### src/pkg/dpr_defines.svh
// Register offsets, field positions and reset values of the profile pin router.
// Assumes byte addressing on a 32-bit Avalon-MM slave, one register per word.
`ifndef DPR_DEFINES_SVH
`define DPR_DEFINES_SVH

`define DPR_FUNC_OFS 8'h00
`define DPR_CH0_CFG_OFS 8'h04
`define DPR_CH1_CFG_OFS 8'h08
`define DPR_CH0_END_OFS 8'h0C
`define DPR_CH1_END_OFS 8'h10
`define DPR_STATUS_OFS 8'h14

`define DPR_LVL_LSB 8
`define DPR_RSEL_LSB 10
`define DPR_PCFG_LSB 12
`define DPR_SWEN_BIT 14
`define DPR_STYPE_LSB 22

`define DPR_FUNC_RST 32'h0000_0000
`define DPR_CFG_RST 32'h0000_0000
`define DPR_END_RST 32'h0000_0000

`define DPR_PCFG_PAIRS 3'h5
`define DPR_START_FREQ_REG 8'h04
`define DPR_START_PHASE_REG 8'h05
`define DPR_START_AMP_REG 8'h06
`define DPR_END_REG 8'h0A
`define DPR_SYNC_STAGES 2

`endif

### src/pkg/dpr_pkg.sv
// Types shared by the profile pin router and its bench.
// Assumes the field positions given in dpr_defines.svh.
package dpr_pkg;

  typedef enum logic [1:0] {
    DPR_LVL_2,
    DPR_LVL_4,
    DPR_LVL_8,
    DPR_LVL_16
  } dpr_level_t;

  typedef enum logic [1:0] {
    DPR_RS_OFF,
    DPR_RS_PROF23,
    DPR_RS_PROF3,
    DPR_RS_SERIAL
  } dpr_ramp_sel_t;

  typedef enum logic [1:0] {
    DPR_SW_NONE,
    DPR_SW_AMP,
    DPR_SW_FREQ,
    DPR_SW_PHASE
  } dpr_sweep_type_t;

  typedef struct packed {
    logic [3:0] word_idx;
    logic ramp_en;
    logic ramp_down;
    logic sweep_active;
    logic sweep_up;
    logic sweep_rise;
    logic sweep_fall;
    logic [7:0] start_reg;
    logic [7:0] end_reg;
    logic [31:0] end_word;
  } dpr_chan_out_t;

endpackage : dpr_pkg

### src/verilog/dpr_sync.sv
// Two-stage synchronizer for a bus of independent level inputs.
// Assumes each bit is a slow level; multi-bit values may skew by one cycle.
`timescale 1ns/1ps
module dpr_sync #(
  parameter int WIDTH = 7
) (
  input wire logic i_clk,
  input wire logic i_sys_rst,
  input wire logic [WIDTH-1:0] i_async,
  output logic [WIDTH-1:0] o_sync
);

  logic [WIDTH-1:0] meta_q;
  logic [WIDTH-1:0] sync_q;

  // First stage feeds only the second
  always_ff @(posedge i_clk) begin
    if (i_sys_rst) begin
      meta_q <= '0;
      sync_q <= '0;
    end else begin
      meta_q <= i_async;
      sync_q <= meta_q;
    end
  end

  assign o_sync = sync_q;

endmodule : dpr_sync

### src/verilog/dpr_router.sv
// Profile pin and serial-data pin router for a two-channel synthesizer core.
// Assumes host pins are asynchronous and registers are reached over Avalon-MM.
//
// Function
// - No ramping, 16 levels: all profile pins go to channel chosen by pin_cfg.
// - Two-level, profile ramping, pin_cfg 101: pins 0/1 select, pins 2/3 ramp.
// - Eight-level, profile ramping: pins 0-2 select, pin 3 ramps same channel.
// - ramp_pin_sel 11 uses serial-data pins for ramps; levels 2, 4, 16 only.
// - Serial-data ramp pins force single-bit serial port; host avoids multi-bit.
// - Two-level with serial ramping: pin 2 selects channel 0, pin 3 channel 1.
// - Serial pins: first triggers, second picks channel, third picks direction.
// - Four-level serial ramping: pin pairs select, serial pins 1/2 ramp channels.
// - Four-level word index is pin pair value, lower pin as MSB.
// - 16-level serial ramping: pins 0-3 select, first serial pin ramps channel.
// - Sweep start from type's word-zero register, end from word one 0x0A.
// - End word keeps 32/14/10 bits, MSB aligned, low bits ignored.
// - In sweep, profile pin 2 drives channel 0 and pin 3 channel 1.
// - Sweep type 01 amplitude, 10 frequency, 11 phase, 00 none.
// - Output amplitude ramp usable around sweeps via otherwise unused pins.
// - Profile ramp pin low ramps up, high ramps down.
// - Rising pin edge starts rising sweep; falling edge starts falling sweep.
//
// Decided for this implementation: the register addresses and the Avalon-MM register port.
`timescale 1ns/1ps
`include "dpr_defines.svh"
module dpr_router (
  input wire logic i_clk,
  input wire logic i_sys_rst,
  input wire logic [7:0] i_avs_address,
  input wire logic i_avs_read,
  input wire logic i_avs_write,
  input wire logic [31:0] i_avs_writedata,
  input wire logic [3:0] i_avs_byteenable,
  output logic [31:0] o_avs_readdata,
  output logic o_avs_waitrequest,
  input wire logic [3:0] i_profile_pin,
  input wire logic [2:0] i_sdio_pin,
  output dpr_pkg::dpr_chan_out_t o_chan0,
  output dpr_pkg::dpr_chan_out_t o_chan1,
  output logic o_sdio_single_bit,
  output logic o_cfg_error
);

  logic [31:0] func_q;
  logic [31:0] cfg_q [2];
  logic [31:0] end_q [2];
  logic ack_q;
  logic [31:0] rdata_q;
  logic [6:0] pins_sync;
  logic [3:0] prof;
  logic [2:0] sdio;
  logic [1:0] sweep_pin_q;
  dpr_pkg::dpr_chan_out_t chan_q [2];
  logic single_bit_q;
  logic cfg_err_q;
  logic [3:0] idx_d [2];
  logic ramp_en_d [2];
  logic ramp_dn_d [2];
  logic [31:0] status;
  logic req;
  logic [2:0] pin_cfg;
  logic sel;
  dpr_pkg::dpr_level_t level;
  dpr_pkg::dpr_ramp_sel_t ramp_pin_sel;

  dpr_sync #(
    .WIDTH(7)
  ) u_sync (
    .i_clk(i_clk),
    .i_sys_rst(i_sys_rst),
    .i_async({i_sdio_pin, i_profile_pin}),
    .o_sync(pins_sync)
  );

  assign prof = pins_sync[3:0];
  assign sdio = pins_sync[6:4];
  assign pin_cfg = func_q[`DPR_PCFG_LSB +: 3];
  assign sel = pin_cfg[0];
  assign level = dpr_pkg::dpr_level_t'(func_q[`DPR_LVL_LSB +: 2]);
  assign ramp_pin_sel = dpr_pkg::dpr_ramp_sel_t'(func_q[`DPR_RSEL_LSB +: 2]);

  function automatic logic [31:0] merge_be(input logic [31:0] old, input logic [31:0] wd, input logic [3:0] be);
    logic [31:0] r;
    r = old;
    for (int b = 0; b < 4; b++) begin
      if (be[b]) begin
        r[b*8 +: 8] = wd[b*8 +: 8];
      end
    end
    return r;
  endfunction : merge_be

  // One wait cycle per access keeps read data registered
  assign req = i_avs_read | i_avs_write;
  assign o_avs_waitrequest = req & ~ack_q;

  always_ff @(posedge i_clk) begin
    if (i_sys_rst) begin
      ack_q <= 1'b0;
    end else begin
      ack_q <= req & ~ack_q;
    end
  end

  // Writes land on the edge that completes the access
  always_ff @(posedge i_clk) begin
    if (i_sys_rst) begin
      func_q <= `DPR_FUNC_RST;
    end else if (i_avs_write && ack_q && i_avs_address == `DPR_FUNC_OFS) begin
      func_q <= merge_be(func_q, i_avs_writedata, i_avs_byteenable);
    end
  end

  for (genvar c = 0; c < 2; c++) begin : g_cfg
    always_ff @(posedge i_clk) begin
      if (i_sys_rst) begin
        cfg_q[c] <= `DPR_CFG_RST;
        end_q[c] <= `DPR_END_RST;
      end else if (i_avs_write && ack_q) begin
        if (i_avs_address == (`DPR_CH0_CFG_OFS + 8'(c * 4))) begin
          cfg_q[c] <= merge_be(cfg_q[c], i_avs_writedata, i_avs_byteenable);
        end
        if (i_avs_address == (`DPR_CH0_END_OFS + 8'(c * 4))) begin
          end_q[c] <= merge_be(end_q[c], i_avs_writedata, i_avs_byteenable);
        end
      end
    end
  end

  assign status = {12'h000, chan_q[1].word_idx, chan_q[0].word_idx, chan_q[1].ramp_down, chan_q[1].ramp_en,
                   chan_q[0].ramp_down, chan_q[0].ramp_en, cfg_err_q, pins_sync};

  // Unmapped reads answer zero, unmapped writes are dropped
  always_ff @(posedge i_clk) begin
    if (i_sys_rst) begin
      rdata_q <= 32'h0000_0000;
    end else if (i_avs_read && !ack_q) begin
      unique case (i_avs_address)
        `DPR_FUNC_OFS: rdata_q <= func_q;
        `DPR_CH0_CFG_OFS: rdata_q <= cfg_q[0];
        `DPR_CH1_CFG_OFS: rdata_q <= cfg_q[1];
        `DPR_CH0_END_OFS: rdata_q <= end_q[0];
        `DPR_CH1_END_OFS: rdata_q <= end_q[1];
        `DPR_STATUS_OFS: rdata_q <= status;
        default: rdata_q <= 32'h0000_0000;
      endcase
    end
  end

  assign o_avs_readdata = rdata_q;

  // Pin decode per modulation level and ramp pin setting
  always_comb begin
    for (int c = 0; c < 2; c++) begin
      idx_d[c] = 4'h0;
      ramp_en_d[c] = 1'b0;
      ramp_dn_d[c] = 1'b0;
    end
    unique case (ramp_pin_sel)
      dpr_pkg::DPR_RS_OFF: begin
        unique case (level)
          dpr_pkg::DPR_LVL_2: begin
            idx_d[0] = {3'h0, prof[2]};
            idx_d[1] = {3'h0, prof[3]};
          end
          dpr_pkg::DPR_LVL_4: begin
            if (pin_cfg == `DPR_PCFG_PAIRS) begin
              idx_d[0] = {2'h0, prof[0], prof[1]};
              idx_d[1] = {2'h0, prof[2], prof[3]};
            end
          end
          dpr_pkg::DPR_LVL_8: begin
            if (pin_cfg[1]) begin
              idx_d[sel] = {1'b0, prof[0], prof[1], prof[2]};
            end
          end
          dpr_pkg::DPR_LVL_16: begin
            if (pin_cfg[1]) begin
              idx_d[sel] = {prof[0], prof[1], prof[2], prof[3]};
            end
          end
        endcase
      end
      dpr_pkg::DPR_RS_PROF23: begin
        if (pin_cfg == `DPR_PCFG_PAIRS && level == dpr_pkg::DPR_LVL_2) begin
          idx_d[0] = {3'h0, prof[0]};
          idx_d[1] = {3'h0, prof[1]};
          ramp_en_d[0] = 1'b1;
          ramp_en_d[1] = 1'b1;
          ramp_dn_d[0] = prof[2];
          ramp_dn_d[1] = prof[3];
        end
      end
      dpr_pkg::DPR_RS_PROF3: begin
        if (pin_cfg[1] && level == dpr_pkg::DPR_LVL_8) begin
          idx_d[sel] = {1'b0, prof[0], prof[1], prof[2]};
          ramp_en_d[sel] = 1'b1;
          ramp_dn_d[sel] = prof[3];
        end
      end
      dpr_pkg::DPR_RS_SERIAL: begin
        unique case (level)
          dpr_pkg::DPR_LVL_2: begin
            idx_d[0] = {3'h0, prof[2]};
            idx_d[1] = {3'h0, prof[3]};
            if (sdio[0]) begin
              ramp_en_d[sdio[1]] = 1'b1;
              ramp_dn_d[sdio[1]] = sdio[2];
            end
          end
          dpr_pkg::DPR_LVL_4: begin
            if (pin_cfg == `DPR_PCFG_PAIRS) begin
              idx_d[0] = {2'h0, prof[0], prof[1]};
              idx_d[1] = {2'h0, prof[2], prof[3]};
              ramp_en_d[0] = 1'b1;
              ramp_en_d[1] = 1'b1;
              ramp_dn_d[0] = sdio[0];
              ramp_dn_d[1] = sdio[1];
            end
          end
          dpr_pkg::DPR_LVL_8: begin
            // Unsupported combination: nothing routed
            idx_d[0] = 4'h0;
          end
          dpr_pkg::DPR_LVL_16: begin
            // four-bit index, serial pin 1 ramps
            if (pin_cfg[1]) begin
              idx_d[sel] = {prof[0], prof[1], prof[2], prof[3]};
              ramp_en_d[sel] = 1'b1;
              ramp_dn_d[sel] = sdio[0];
            end
          end
        endcase
      end
    endcase
  end

  // edge detect on synced sweep pins
  always_ff @(posedge i_clk) begin
    if (i_sys_rst) begin
      sweep_pin_q <= 2'h0;
    end else begin
      sweep_pin_q <= prof[3:2];
    end
  end

  for (genvar c = 0; c < 2; c++) begin : g_chan
    logic sw_en;
    logic sw_pin;
    dpr_pkg::dpr_sweep_type_t sw_type;
    assign sw_type = dpr_pkg::dpr_sweep_type_t'(cfg_q[c][`DPR_STYPE_LSB +: 2]);
    assign sw_en = cfg_q[c][`DPR_SWEN_BIT] && sw_type != dpr_pkg::DPR_SW_NONE;
    // pin 2 for channel 0, pin 3 for channel 1
    assign sw_pin = prof[2 + c];

    always_ff @(posedge i_clk) begin
      if (i_sys_rst) begin
        chan_q[c] <= '0;
      end else begin
        // Sweep owns the word select, so modulation index parks at zero
        chan_q[c].word_idx <= sw_en ? 4'h0 : idx_d[c];
        // ramp decode stays live during sweeps
        chan_q[c].ramp_en <= ramp_en_d[c];
        chan_q[c].ramp_down <= ramp_dn_d[c];
        chan_q[c].sweep_active <= sw_en;
        chan_q[c].sweep_up <= sw_en & sw_pin;
        chan_q[c].sweep_rise <= sw_en & sw_pin & ~sweep_pin_q[c];
        chan_q[c].sweep_fall <= sw_en & ~sw_pin & sweep_pin_q[c];
        unique case (sw_type)
          dpr_pkg::DPR_SW_AMP: chan_q[c].start_reg <= `DPR_START_AMP_REG;
          dpr_pkg::DPR_SW_PHASE: chan_q[c].start_reg <= `DPR_START_PHASE_REG;
          dpr_pkg::DPR_SW_FREQ: chan_q[c].start_reg <= `DPR_START_FREQ_REG;
          dpr_pkg::DPR_SW_NONE: chan_q[c].start_reg <= 8'h00;
        endcase
        chan_q[c].end_reg <= `DPR_END_REG;
        // MSB aligned end word, low bits dropped
        unique case (sw_type)
          dpr_pkg::DPR_SW_AMP: chan_q[c].end_word <= {22'h000000, end_q[c][31:22]};
          dpr_pkg::DPR_SW_PHASE: chan_q[c].end_word <= {18'h00000, end_q[c][31:18]};
          dpr_pkg::DPR_SW_FREQ: chan_q[c].end_word <= end_q[c];
          dpr_pkg::DPR_SW_NONE: chan_q[c].end_word <= 32'h0000_0000;
        endcase
      end
    end
  end

  assign o_chan0 = chan_q[0];
  assign o_chan1 = chan_q[1];

  // serial ramp pins lock serial port to one bit
  always_ff @(posedge i_clk) begin
    if (i_sys_rst) begin
      single_bit_q <= 1'b0;
    end else begin
      single_bit_q <= ramp_pin_sel == dpr_pkg::DPR_RS_SERIAL;
    end
  end

  // host misuse and unsupported combinations are flagged, not blocked
  always_ff @(posedge i_clk) begin
    if (i_sys_rst) begin
      cfg_err_q <= 1'b0;
    end else begin
      cfg_err_q <= (cfg_q[0][`DPR_SWEN_BIT] && level != dpr_pkg::DPR_LVL_2) ||
                   (cfg_q[1][`DPR_SWEN_BIT] && level != dpr_pkg::DPR_LVL_2) ||
                   (ramp_pin_sel == dpr_pkg::DPR_RS_SERIAL && level == dpr_pkg::DPR_LVL_8);
    end
  end

  assign o_sdio_single_bit = single_bit_q;
  assign o_cfg_error = cfg_err_q;

endmodule : dpr_router

### config.mk
export PLATFORM = sky130hd
export DESIGN_NAME = dpr_router
export DESIGN_NICKNAME = d
export VERILOG_FILES = /design/src/pkg/dpr_pkg.sv /design/src/verilog/dpr_sync.sv /design/src/verilog/dpr_router.sv
export VERILOG_INCLUDE_DIRS = /design/src /design/src/pkg
export SDC_FILE = /design/constraint.sdc
export NUM_CORES = 1
export LEC_CHECK = 0
export BUFFER_PORTS_ARGS = -buffer_cell sky130_fd_sc_hd__buf_4
export CAP_MARGIN = 20
export CORE_ASPECT_RATIO = 1.5
export CORE_UTILIZATION = 51
export CTS_CLUSTER_DIAMETER = 150
export DETAILED_ROUTE_END_ITERATION = 10
export PLACE_DENSITY = 0.76
export SLEW_MARGIN = 30
export SYNTH_ARGS = -nofsm -noshare
export SYNTH_HDL_FRONTEND = slang
export SYNTH_SLANG_ARGS = --single-unit
### constraint.sdc
create_clock -name i_clk -period 2.4 [get_ports i_clk]
set_clock_uncertainty 0.15 [all_clocks]
set_input_delay 0.24 -clock i_clk [delete_from_list [all_inputs] [get_ports i_clk]]
set_output_delay 0.24 -clock i_clk [all_outputs]
set_load 0.05 [all_outputs]
==> flow_summary.toml <==
[grt]
gr-total-overflow = 0
grt.total_usage_pct = 29.8
grt_pass1_vias = 9810
antenna_found_initial = 2
grt_max_degree = 38
grt_pass1_wl_um = 57900

[critical_path]
cpMaxStageDelayCell = "dfxtp_1"
crit_buf_inv = 1
crit_path_cell_trace = "and2_1, nor4b_4, buf_4, nand3_1, nand2_1"
crit_cells = 5
worst_setup_path_start_kind = "flip-flop"
cp_max_fo = 17
worst-setup-path-type = "reg2reg"
cp-end-kind = "flip-flop"
r2r_cells = 5
crit_arrival_ns = 2.20
crit_family = "simple AND/OR/NAND/NOR gates"
required_ns = 2.46
cp_slowest_stage_delay_ns = 0.45

[floorplanning]
die_h_um = 199
rows = 71
core_area_um2 = 25300
io_pins = 206
die_w_um = 134
die-area_um2 = 26700
start_util_pct = 52.4

[routing]
drt_iter0_drc = 900
drc_errors = 0
drtAntennaViolNets = 0
wire_per_inst_um = 22.1
dr.pass1.iters = 5
via_per_inst = 5.70
route.vias.total = 10100
routed_wl_um = 39200

[layout]
nFillCells = 1953
register_area_um2 = 8050
syn_to_final_growth_pct = 26.6
multi_input_area_um2 = 5050
nets = 1479
layout-drive-gt1-share_pct = 23.3

[logic_synthesis]
synth_top_cell_by_area = "edfxtp_1"
syn-cell-area_um2 = 13300
synthDistinctLibCells = 55
synth_top_cell_area_share_pct = 44.8
synth_ff_type = "edfxtp_1"
ys_seq_area_share_pct = 60.7
synth_area_leaders = "edfxtp_1 45%, dfxtp_1 16%, mux2i_1 7.1%, and2_1 5.0%, nor2_1 3.4%"
async_flop_share_pct = 0
ys_warn_count = 0
syn_inst = 1127
synth_edf_count = 198
synth.avg_cell_area_um2 = 11.8
ys_ff_latch = 303

[placement]
post-dp-hpwl_um = 28500
routabilityCongestion = 0.967
place_ws_ns = 0.0987
port_buffers = 183

[clocking]
clk_latency_ns = 0.55
cts_tree = "built"
clock-sinks = 303
cts_buffers = 28
cts_setup_buffers = 0
cts_root_buffer = "clkbuf_16"
cts_max_level = 1
cts_buffer_depth = 3
path_clk_slew_ns = 0.07

[power]
powerDensity_nw_per_um2 = 684
switchingPower_mw = 2.78
p_leak_nw = 7.03
p_comb_share_pct = 9.4
sw_frac_of_total_pct = 24.2
ir_worst_vdd_mv = 0.595
internal_power_mw = 8.71
sequentialPowerShare_pct = 50.4
p_clk_share_pct = 40.2

[hold_path]
holdPathStages = 3
hold_path_class = "in2reg"

[timing]
timing.final.crit_period_ns = 2.15
setup_ws_ns = 0.253
worst_pin_slew_ns = 0.782
max_freq_mhz = 466
slew_viol_final = 0
hold_violations = 0
slew_headroom_pct = 47.8
fin_crit_sh_pct = 89.4
fin_setup_tns_ns = 0
rsz0062_at_grt = "no"
finalSetupViolCount = 0

[status]
outcome = "finished clean"

[run]
cap_violations = 0
[kinds of logic (layout without fill, tap and decap cells)]
kind of cell,count (synthesis),in the layout,share of synthesized area [%]
DFF,303,303,60.7
muxes,120,120,9.30
other,2,95,0.0566
xor gates and xnor gates,1,1,0.0661
buffers and inverters,113,342,3.98
AOI/OAI and AO/OA,158,158,8.05
and+or+nand+nor,430,430,17.8
[registers in the layout, summed over array words and instances (netlist names)]
signal / flops
end_q: 64
u_sync.meta_q: 7
chan_q: 92
o_cfg_error: 1
o_sdio_single_bit: 1
func_q: 32
ack_q: 1
sweep_pin_q: 2
u_sync.o_sync: 7
o_avs_readdata: 32
cfg_q: 64
[timing repair]
action | in CTS | in global routing
hold buffers | 41 | 0
resized for setup | 0 | 0
hold endpoints to repair | 168 | 0
[final timing paths]
path,startpoint,endpoint,slack [ns]
worst max register to register,ack_q,end_q[1][29],0.25
worst min register to register,sweep_pin_q[0],chan_q[0][38],0.25
worst min-delay path,i_sys_rst,func_q[2],0.07
worst max-delay path,ack_q,end_q[1][29],0.25
[synthesized netlist by cell type, drive strengths merged (3+ instances only)]
| master | instances |
|---|---|
| nor3 | 7 |
| nor3b | 5 |
| mux2 | 26 |
| a21o | 5 |
| nand2 | 49 |
| a221oi | 4 |
| or2 | 4 |
| a22oi | 25 |
| and4 | 3 |
| edfxtp | 198 |
| nor2b | 24 |
| and3 | 69 |
| o31ai | 7 |
| nand3 | 12 |
| inv | 7 |
| buf | 39 |
| o221ai | 18 |
| nor4b | 3 |
| a211oi | 3 |
| dfxtp | 105 |
| or3b | 5 |
| clkbuf | 67 |
| o21ai | 16 |
| and3b | 3 |
| nor4 | 13 |
| o211ai | 5 |
| o2bb2ai | 4 |
| a2bb2oi | 3 |
| mux2i | 94 |
| nor2 | 119 |
| and2 | 106 |
| a22o | 5 |
| a21oi | 53 |
[layer usage]
layer	part of all wire [%]	global-route usage (%)	wire (um)	vias up
li1	-	-	-	4576
met1	35	34.2	13500	4802
met2	51	52.1	19900	621
met3	8.0	3.78	3130	138
met4	6.7	19.4	2630	0
met5	0	0	0	-
[layout make-up]
cell class	instances	area share, %
timing repair buffer	283	13.6
antenna	3	0.0447
sequential	303	47.9
inverter	7	0.157
multi-input combinational	801	30.1
clock inverter	18	1.01
tap	328	2.44
clock buffer	34	4.73
[worst reg2reg max path, delay by kind of cell (launching register included)]
family	cells	cell delay, ns
simple gates	4	0.95
buf+inv	1	0.25
flops	1	0.45
[stage by stage]
step	util (%)	cell area [um2]	hold WS [ns]	total power, mW	std cells
final	66.3	16800	0.0721	11.5	1777
after global routing	66.3	16800	0.0730	11.8	1775
after detailed placement	60.9	15400	0.251	6.91	1681
after global placement	60.8	15400	0.239	6.90	1681
after CTS	66.3	16800	0.0476	11.5	1774
after floorplan	-	13600	0.218	6.51	1217
[power by group through the flow]
| stage | Sequential [mW] | Combinational (mW) | Clock (mW) |
|---|---|---|---|
| after detailed placement | 5.90 | 1.01 | 0 |
| after global placement | 5.90 | 1.00 | 0 |
| after global routing | 5.80 | 1.13 | 4.85 |
| after CTS | 5.79 | 1.07 | 4.65 |
| after floorplan | 6.06 | 0.452 | 0 |
| final | 5.79 | 1.08 | 4.62 |
[placed cells by master, fill, tap and decap left out, types with 49 or more instances in the layout]
cell / instances
and3_1: 69
nand2_1: 49
nor2_1: 118
a21oi_1: 53
mux2i_1: 94
edfxtp_1: 198
buf_4: 238
dfxtp_1: 105
and2_1: 106
conb_1: 92
(Power assumes the default switching activity.)
